$ cat src/common/rst_strap_params.svh
// Contract
// RULE_01: Self-configuration starts only when the power-on reset input is seen to rise.
// RULE_02: While the power-on reset input is low every output stays inactive.
// RULE_03: The reset source releases power-on reset only once supplies and clocks are stable.
// RULE_04: Every test strap pin floats with only its weak pulldown while power-on reset is low.
// RULE_05: About 1.5 us after power-on reset rises the strap pins are sampled as test mode.
// RULE_06: Once sampled, the strap pins turn from inputs into driven outputs.
// RULE_07: After sampling, strap pin 4 carries the first trigger output.
// RULE_08: A strap sampled high selects a test mode, all low selects normal operation.
// RULE_09: The pixel data mask input has software polarity, active high after reset.
// RULE_10: The system holds the test logic reset input low for normal operation.
// RULE_11: The sampled strap values are held until power-on reset is asserted again.
`ifndef RST_STRAP_PARAMS_SVH
`define RST_STRAP_PARAMS_SVH

// Clock and strap sampling delay.
`define CLK_PERIOD_NS      25
`define STRAP_DELAY_NS     1500
`define STRAP_DELAY_CYC    ((`STRAP_DELAY_NS + `CLK_PERIOD_NS - 1) / `CLK_PERIOD_NS)
`define STRAP_CNT_W        7

// Widths and trigger pin.
`define STRAP_W            8
`define SYNC_W             11
`define TRIG_PIN           4

// Register offsets.
`define REG_CTRL_OFS       8'h00
`define REG_STATUS_OFS     8'h04

// Control register fields and reset value.
`define CTRL_MASK_POL_BIT  0
`define CTRL_TRIG_BIT      1
`define CTRL_RESET         2'h1

// Status register fields.
`define STAT_STATE_LSB     0
`define STAT_DONE_BIT      2
`define STAT_TEST_BIT      3
`define STAT_TLR_BIT       4
`define STAT_STRAP_LSB     8

// AXI responses.
`define RESP_OKAY          2'h0
`define RESP_SLVERR        2'h2

`endif

$ cat src/common/rst_strap_pkg.sv
`default_nettype none
`include "rst_strap_params.svh"

package rst_strap_pkg;

    // Reset release sequence.
    typedef enum logic [1:0] {
        ST_HOLD   = 2'b00,
        ST_SETTLE = 2'b01,
        ST_ACTIVE = 2'b11
    } seq_state_e;

    // Three-stage pin synchroniser state.
    typedef struct packed {
        logic [`SYNC_W-1:0] f1;
        logic [`SYNC_W-1:0] f2;
        logic [`SYNC_W-1:0] f3;
        logic [`SYNC_W-1:0] agreed;
    } sync_s;

endpackage

`default_nettype wire

$ cat src/verilog/pin_sync3.sv
`default_nettype none
`include "rst_strap_params.svh"

module pin_sync3
    import rst_strap_pkg::*;
(
    // Clock and reset.
    input  wire logic              aclk,
    input  wire logic              aresetn,
    // Asynchronous pins in, settled levels out.
    input  wire logic [`SYNC_W-1:0] pins_in,
    output logic      [`SYNC_W-1:0] pins_out
);

    sync_s r;
    sync_s r_nxt;

    // A bit only moves once the second and third stage agree, so a glitch
    // that lasts one cycle never reaches the sequencer.
    always_comb
    begin
        r_nxt        = r;
        r_nxt.f1     = pins_in;
        r_nxt.f2     = r.f1;
        r_nxt.f3     = r.f2;
        r_nxt.agreed = (r.f2 & r.f3) | (r.agreed & (r.f2 | r.f3));
    end

    // State register.
    always_ff @(posedge aclk)
    begin
        if (!aresetn)
            r <= '0;
        else
            r <= r_nxt;
    end

    assign pins_out = r.agreed;

endmodule

`default_nettype wire

$ cat src/verilog/reset_strap_ctrl.sv
// Register access over AXI4-Lite and the register offsets were decided locally.
`default_nettype none
`include "rst_strap_params.svh"

module reset_strap_ctrl
    import rst_strap_pkg::*;
(
    // Clock and reset.
    input  wire logic                 aclk,
    input  wire logic                 aresetn,
    // AXI4-Lite write address and data.
    input  wire logic [7:0]           s_axi_awaddr,
    input  wire logic                 s_axi_awvalid,
    output logic                      s_axi_awready,
    input  wire logic [31:0]          s_axi_wdata,
    input  wire logic [3:0]           s_axi_wstrb,
    input  wire logic                 s_axi_wvalid,
    output logic                      s_axi_wready,
    // AXI4-Lite write response.
    output logic [1:0]                s_axi_bresp,
    output logic                      s_axi_bvalid,
    input  wire logic                 s_axi_bready,
    // AXI4-Lite read.
    input  wire logic [7:0]           s_axi_araddr,
    input  wire logic                 s_axi_arvalid,
    output logic                      s_axi_arready,
    output logic [31:0]               s_axi_rdata,
    output logic [1:0]                s_axi_rresp,
    output logic                      s_axi_rvalid,
    input  wire logic                 s_axi_rready,
    // Device pins.
    input  wire logic                 power_on_reset_n,
    input  wire logic                 test_logic_reset_n,
    input  wire logic                 pixel_data_mask,
    input  wire logic [`STRAP_W-1:0]  test_strap_in,
    output logic      [`STRAP_W-1:0]  test_strap_out,
    output logic      [`STRAP_W-1:0]  test_strap_oe,
    // Status toward the rest of the controller.
    output logic                      config_done,
    output logic                      test_mode,
    output logic                      pixel_mask_active
);

    localparam int DLY_C = `STRAP_DELAY_CYC;

    typedef struct packed {
        seq_state_e           st;
        logic [`STRAP_CNT_W-1:0] cnt;
        logic [`STRAP_W-1:0]  strap;
        logic [`STRAP_W-1:0]  sout;
        logic [`STRAP_W-1:0]  soe;
        logic                 done;
        logic                 tmode;
        logic                 mask_act;
        logic                 mask_pol;
        logic                 trig;
        logic                 aw_have;
        logic [7:0]           aw_addr;
        logic                 w_have;
        logic [31:0]          w_data;
        logic [3:0]           w_strb;
        logic                 awready;
        logic                 wready;
        logic                 bvalid;
        logic [1:0]           bresp;
        logic                 arready;
        logic                 rvalid;
        logic [31:0]          rdata;
        logic [1:0]           rresp;
    } ctrl_s;

    ctrl_s r;
    ctrl_s r_nxt;

    logic [`SYNC_W-1:0] pins_s;
    logic               por_s;
    logic               tlr_s;
    logic               mask_s;
    logic [`STRAP_W-1:0] strap_s;
    logic [`STRAP_CNT_W-1:0] settle_cyc;

    // Every pin arrives from outside the clock domain.
    pin_sync3 u_sync (
        .aclk     (aclk),
        .aresetn  (aresetn),
        .pins_in  ({power_on_reset_n, test_logic_reset_n, pixel_data_mask, test_strap_in}),
        .pins_out (pins_s)
    );

    assign por_s   = pins_s[`SYNC_W-1];
    assign tlr_s   = pins_s[`SYNC_W-2];
    assign mask_s  = pins_s[`SYNC_W-3];
    assign strap_s = pins_s[`STRAP_W-1:0];

    // Status word, shared by the read path.
    function automatic logic [31:0] status_word(input ctrl_s s, input logic tlr);
        logic [31:0] v;
        v = 32'h0;
        v[`STAT_STATE_LSB +: 2]              = s.st;
        v[`STAT_DONE_BIT]                    = s.done;
        v[`STAT_TEST_BIT]                    = s.tmode;
        v[`STAT_TLR_BIT]                     = tlr;
        v[`STAT_STRAP_LSB +: `STRAP_W]       = s.strap;
        return v;
    endfunction

    // Reset release sequence and pin drive. A fall of power-on reset drops
    // everything at once, whatever the sequence was doing.
    always_comb
    begin
        r_nxt = r;
        case (r.st)
            ST_HOLD:
            begin
                r_nxt.cnt = '0;
                if (por_s)
                    r_nxt.st = ST_SETTLE;                       // RULE_01
            end
            ST_SETTLE:
            begin
                if (!por_s)
                    r_nxt.st = ST_HOLD;
                else if (r.cnt == `STRAP_CNT_W'(DLY_C - 1))
                begin
                    r_nxt.st    = ST_ACTIVE;
                    r_nxt.strap = strap_s;                      // RULE_05
                end
                else
                    r_nxt.cnt = r.cnt + `STRAP_CNT_W'(1);
            end
            ST_ACTIVE:
            begin
                if (!por_s)
                    r_nxt.st = ST_HOLD;
            end
            default:
                r_nxt.st = ST_HOLD;
        endcase

        // Outputs follow the next state so that they stand in flip-flops.
        if (r_nxt.st == ST_ACTIVE)
        begin
            r_nxt.soe             = {`STRAP_W{1'b1}};           // RULE_06
            r_nxt.sout            = '0;
            r_nxt.sout[`TRIG_PIN] = r.trig;                     // RULE_07
            r_nxt.done            = 1'b1;
            r_nxt.tmode           = |r_nxt.strap;               // RULE_08
        end
        else
        begin
            r_nxt.soe   = '0;                                   // RULE_04
            r_nxt.sout  = '0;
            r_nxt.done  = 1'b0;                                 // RULE_02
            r_nxt.tmode = 1'b0;
        end
        if (r_nxt.st == ST_HOLD)
            r_nxt.strap = '0;                                   // RULE_11

        // The mask is only honoured once out of power-on reset.
        r_nxt.mask_act = por_s & ~(mask_s ^ r.mask_pol);        // RULE_09

        // Write path: address and data are taken in either order.
        if (s_axi_awvalid && r.awready)
        begin
            r_nxt.aw_have = 1'b1;
            r_nxt.aw_addr = s_axi_awaddr;
        end
        if (s_axi_wvalid && r.wready)
        begin
            r_nxt.w_have = 1'b1;
            r_nxt.w_data = s_axi_wdata;
            r_nxt.w_strb = s_axi_wstrb;
        end
        if (r.bvalid && s_axi_bready)
            r_nxt.bvalid = 1'b0;
        if (r.aw_have && r.w_have && !r.bvalid)
        begin
            r_nxt.aw_have = 1'b0;
            r_nxt.w_have  = 1'b0;
            r_nxt.bvalid  = 1'b1;
            r_nxt.bresp   = `RESP_OKAY;
            if (r.aw_addr[7:2] == `REG_CTRL_OFS >> 2)
            begin
                if (r.w_strb[0])
                begin
                    r_nxt.mask_pol = r.w_data[`CTRL_MASK_POL_BIT];
                    r_nxt.trig     = r.w_data[`CTRL_TRIG_BIT];
                end
            end
            else if (r.aw_addr[7:2] != `REG_STATUS_OFS >> 2)
                r_nxt.bresp = `RESP_SLVERR;
        end
        r_nxt.awready = !r_nxt.aw_have && !r_nxt.bvalid;
        r_nxt.wready  = !r_nxt.w_have && !r_nxt.bvalid;

        // Read path: one read at a time, answered the cycle after it is taken.
        if (r.rvalid && s_axi_rready)
            r_nxt.rvalid = 1'b0;
        if (s_axi_arvalid && r.arready)
        begin
            r_nxt.rvalid = 1'b1;
            r_nxt.rresp  = `RESP_OKAY;
            if (s_axi_araddr[7:2] == `REG_CTRL_OFS >> 2)
                r_nxt.rdata = {30'h0, r.trig, r.mask_pol};
            else if (s_axi_araddr[7:2] == `REG_STATUS_OFS >> 2)
                r_nxt.rdata = status_word(r, tlr_s);
            else
            begin
                r_nxt.rdata = 32'h0;
                r_nxt.rresp = `RESP_SLVERR;
            end
        end
        r_nxt.arready = !r_nxt.rvalid;
    end

    // State register.
    always_ff @(posedge aclk)
    begin
        if (!aresetn)
        begin
            r          <= '0;
            r.st       <= ST_HOLD;
            r.mask_pol <= 1'(`CTRL_RESET >> `CTRL_MASK_POL_BIT);
        end
        else
            r <= r_nxt;
    end

    // Ports come straight from the state register.
    assign s_axi_awready     = r.awready;
    assign s_axi_wready      = r.wready;
    assign s_axi_bvalid      = r.bvalid;
    assign s_axi_bresp       = r.bresp;
    assign s_axi_arready     = r.arready;
    assign s_axi_rvalid      = r.rvalid;
    assign s_axi_rdata       = r.rdata;
    assign s_axi_rresp       = r.rresp;
    assign test_strap_out    = r.sout;
    assign test_strap_oe     = r.soe;
    assign config_done       = r.done;
    assign test_mode         = r.tmode;
    assign pixel_mask_active = r.mask_act;

    // Cycles spent in settle, counted apart from the sequencer so that the
    // delay check does not lean on the counter it is meant to judge.
    always_ff @(posedge aclk)
    begin
        if (!aresetn || r.st != ST_SETTLE)
            settle_cyc <= '0;
        else
            settle_cyc <= settle_cyc + `STRAP_CNT_W'(1);
    end
endmodule

`default_nettype wire

$ cat config.mk
export PLATFORM = sky130hd
export DESIGN_NAME = reset_strap_ctrl
export DESIGN_NICKNAME = d
export VERILOG_FILES = /design/src/common/rst_strap_pkg.sv /design/src/verilog/pin_sync3.sv /design/src/verilog/reset_strap_ctrl.sv
export VERILOG_INCLUDE_DIRS = /design/src /design/src/common
export SDC_FILE = /design/constraint.sdc
export NUM_CORES = 1
export LEC_CHECK = 0
export ABC_AREA = 1
export BUFFER_PORTS_ARGS = -buffer_cell sky130_fd_sc_hd__buf_2
export CORE_MARGIN = 2
export CORE_UTILIZATION = 54
export DETAILED_ROUTE_END_ITERATION = 16
export GPL_TIMING_DRIVEN = 0
export PLACE_DENSITY = 0.85
export REMOVE_ABC_BUFFERS = 1
export SLEW_MARGIN = 20
export SYNTH_ARGS = -nofsm -noshare
export SYNTH_HDL_FRONTEND = slang
export SYNTH_SLANG_ARGS = --single-unit
$ cat constraint.sdc
create_clock -name aclk -period 3.26 [get_ports aclk]
set_input_delay 0.652 -clock aclk [delete_from_list [all_inputs] [get_ports aclk]]
set_output_delay 0.652 -clock aclk [all_outputs]
set_load 0.05 [all_outputs]
; Word-level counts from Yosys, hierarchy flattened
; Cells that the tools add are included.
[word_totals]
inputBits = 70
register_bits = 169
wordCells = 94
out_inout_bits = 60
[op_classes]
bitwise_logic = 8
n_reduce_logical = 24
n_mux = 25
n_addsub = 1
eq_ne = 8
[ops]
columns = operator, n
row1 = 37-bit two-way mux, 1
row2 = 35-bit two-way mux, 1
row3 = 16-bit two-way mux, 2
row4 = 11-bit bitwise AND, 2
row5 = 11-bit bitwise OR, 2
row6 = 2-bit two-way mux, 8
row7 = 8-bit two-way mux, 2
row8 = 15-bit two-way mux, 1
row9 = 7-bit case mux with 2 select lines, 1
row10 = 6-bit zero test, 2
row11 = 10-bit two-way mux, 1
row12 = 1-bit logical AND, 9
row13 = 9-bit two-way mux, 1
row14 = 8-bit OR reduction, 1
row15 = "7-bit by 1-bit adder with 7-bit output, second input constant", 1
row16 = "7-bit by 6-bit equality test with 1-bit output, second input constant", 1
row17 = 7-bit two-way mux, 1
row18 = "6-bit by 1-bit equality test with 1-bit output, second input constant", 1
row19 = "6-bit by 1-bit inequality test with 1-bit output, second input constant", 1
row20 = 2-bit case mux with 3 select lines, 1
row21 = 3-bit AND reduction, 2
row22 = 1-bit zero test, 5
row23 = "2-bit equality test, second input constant", 2
row24 = 2-bit zero test, 2
row25 = other kinds (11), 15

; Longest topological paths before layout
[logic_depth]
depth_word = 6
ltp_mapped = 10
ltp_nobuf = 10

; By module
; A second synthesis with hierarchy kept.
[unflattened]
cells_unflattened = 508
area_unflattened_um2 = 4082.7
[modules_own_cells]
columns = module, cells_each, instances, area_each_um2, seq_area_each_um2
row1 = reset_strap_ctrl, 349, 1, 2618.8, 1081.0
row2 = pin_sync3, 159, 1, 1463.9, 880.8

; Worst setup path before layout
; No wires, ideal clock.
[synth_timing]
path_type = register to output
startpoint = reg, netlist name test_strap_oe[6]
endpoint = out test_strap_oe[0]
arrival_ps = 1050
t_required_ps = 2608
n_path_buf = 1
path_slack_ps = 1558
stages_incl_launch_ff = 2
cell_sequence = dfxtp_1 > buf_4
[synth_lines]
columns = element, line
row1 = to (decl), reset_strap_ctrl.sv:37  ; output logic [`STRAP_W-1:0] test_strap_oe,

==> summary.txt <==
Detailed routing
  – DRT Wirelength: 6.26 mm
  – Initial DRC count: 115
  – Antenna Nets Post-Route: 0
  – Remaining DRCs: 0
  – Routed vias: 2891
  – Vias/cell: 4.57
  – DR pass1 iterations: 4
  – Average wire per standard cell: 9.88 um

Clock network
  – Post-cts sizing count: 0
  – Clk slew on worst S/H paths: 90 ps
  – Root Driver: clkbuf_8
  – Max Root-Sink Buffers: 2
  – H-tree levels: 3
  – CTS buffer count: 9
  – CTS sink cnt: 98
  – Latest clock arrival within the worst-skew pair: 360 ps
  – Post-CTS Hold Buffers: 0
  – CTS tree: yes
  – Post-CTS Setup Inserts: 0

Place
  – Detailed placer's ending HPWL: 4.45 mm
  – Routability cong.: 0.776
  – Placed cell areas: 0.00399 mm2
  – Port-buffer cells: 64
  – Placed cells: 617

Timing
  – Worst Skew: 8.06 ps
  – Slew HR: 30.9%
  – Hold Vio Cnt, Final: 0
  – Maximum clock rate: 386 MHz
  – RSZ-0062 raised after global routing: no
  – TNS Setup: 0 ps
  – Final hold slack: 416 ps
  – Period utilization: 79.5%
  – Worst slew pin tran: 1040 ps
  – Final setup vio count: 0
  – Fin. max-slew vios: 0
  – Min Tclk post-route: 2590 ps

Synth
  – Seq/Total Area, Yosys: 50.5%
  – Primary FF master, synth: dfxtp_1
  – #FFs+latches synth: 98
  – Synth cell types: 30
  – Syn. warnings: 0
  – Asr flop ratio synth: 0%
  – Cells after Synth: 494
  – Mapped Avg Cell Area: 7.86 um2
  – EDFF count, synth: 0
  – Post-Synthesis Cell Area: 0.00388 mm2

Pwr
  – Worst IR Drop VDD: 0.371 mV
  – LEAKAGE: 0.00208 uW
  – PwrDens: 522 mW/mm2

Global route
  – Met3 usage: 3.92%
  – First-pass GRT wire length: 10.1 mm
  – Met1 Use GR: 19.3%
  – Vias in the first global route: 2453
  – Busiest grt layer: met2
  – Pin count of the biggest net entering global routing: 68
  – Met2 usage: 27.7%
  – Initial antenna violation count: 0
  – GR Util All Layers: 16.6%
  – Total gr overflow: 0

Cells and area
  – Final non-filler cell total: 633
  – Fill cell count: 630
  – Storage cell area: 0.00196 mm2
  – Commonest non-fill, non-tap cell in the layout: dfxtp_1
  – Area Growth Syn to Fin: 7.47%
  – Final #Nets: 603
  – Final instance area: 0.00418 mm2
  – Fin util: 60.8%
  – # diodes: 0
  – Most frequent cells in the layout: dfxtp_1, nand2_1, inv_1
  – Multi-input gate area: 0.00129 mm2
  – Share of layout cells above drive strength 1: 16.0%

Floorplan
  – Initial Util: 56.6%
  – # IOs: 130
  – Row cnt: 30
  – Die height: 88.8 um
  – Die area: 0.00789 mm2
  – Core area: 0.00687 mm2
  – DIE WIDTH: 88.8 um

Worst setup path
  – CP max FO: 67
  – Crit path DAT: 2890 ps
  – Worst setup path category: in2reg
  – Worst setup EP type: flop
  – Most used cell, CP: a21oi_1
  – Slowest stage cell on the critical path: buf_2
  – Required @ worst endpoint: 3550 ps
  – Slowest cell delay on critical path: 760 ps
  – Setup crit start kind: input port
  – Critical Path, Cell by Cell: buf_2 > clkinv_1 > a21oi_1 > o21ai_0 > a21oi_1

Worst hold path
  – HP Class: reg2reg

Run
  – Max-cap violations: 0

Outcome
  – Status: complete, no violations
synth_stat cells, types with 5 or more instances:
library cell	count	area, um2
a21oi_1	41	205
nand3_1	6	30.0
nand2_1	95	357
dfxtp_1	98	1960
inv_1	76	285
o211ai_1	5	37.5
o21ai_0	24	120
clkbuf_1	10	37.5
buf_4	52	390
nand4_1	9	56.3
nor3_1	5	25.0
nor2_1	47	176
worst max-delay path: cells and delay by family:
kind / cells / cell delay (ps)
compound gates: 3 / 670
buf+inv: 2 / 1520
metrics by stage:
stage               power [uW]  setup slack (ps)
floorplan                 1420              -571
global placement          1460               297
detailed placement        1470               261
CTS                       2210               637
global route              2280               281
finish                    2180               669
path summary, 6_finish.rpt:
path	from	to	slack [ps]	depth (start not counted)
worst min register to register	u_sync.r[38]	u_sync.r[27]	420	2
worst max-delay path	aresetn	r[118]	670	5
worst min-delay path	u_sync.r[38]	u_sync.r[27]	420	2
worst max register to register	u_sync.pins_out[10]	test_mode	1480	7
routing by layer:
| layer | vias up | part of all wire [%] | wire, um |
|---|---|---|---|
| met3 | 7 | 5.0 | 312 |
| li1 | 1523 | - | - |
| met2 | 78 | 48 | 3020 |
| met4 | 0 | 2.2 | 136 |
| met1 | 1283 | 45 | 2790 |
| met5 | - | 0 | 0 |
area by class of cell:
cell class | instances | area share, %
Sequential cell | 98 | 47.0
Multi-Input combinational cell | 281 | 30.9
Timing Repair Buffer | 64 | 7.67
Inverter | 78 | 7.07
Clock buffer | 12 | 3.24
Tap cell | 96 | 2.88
Clock inverter | 4 | 1.23
power by group:
group | switching (uW) | internal (uW)
Clock | 384 | 357
Sequential | 15.5 | 1230
Combinational | 152 | 41.2
Total | 552 | 1630
logic make-up (layout without fill, tap and decap cells):
family                     count (synthesis)  after routing  synth area share [%]
AOI/OAI and AO/OA                         81             81                  11.4
adders and majority gates                  1              1                 0.322
buffers and inverters                    142            158                  18.9
DFF                                       98             98                  50.5
other                                      1             28                0.0965
and+or+nand+nor                          171            171                  18.8
state kept, by name (all words and copies together), names as in the netlist, 11 cells and up:
signal,flops
u_sync.r,33
r,30
u_sync.pins_out,11
s_axi_rdata,13
No activity file was read; power rests on OpenSTA's default activity.
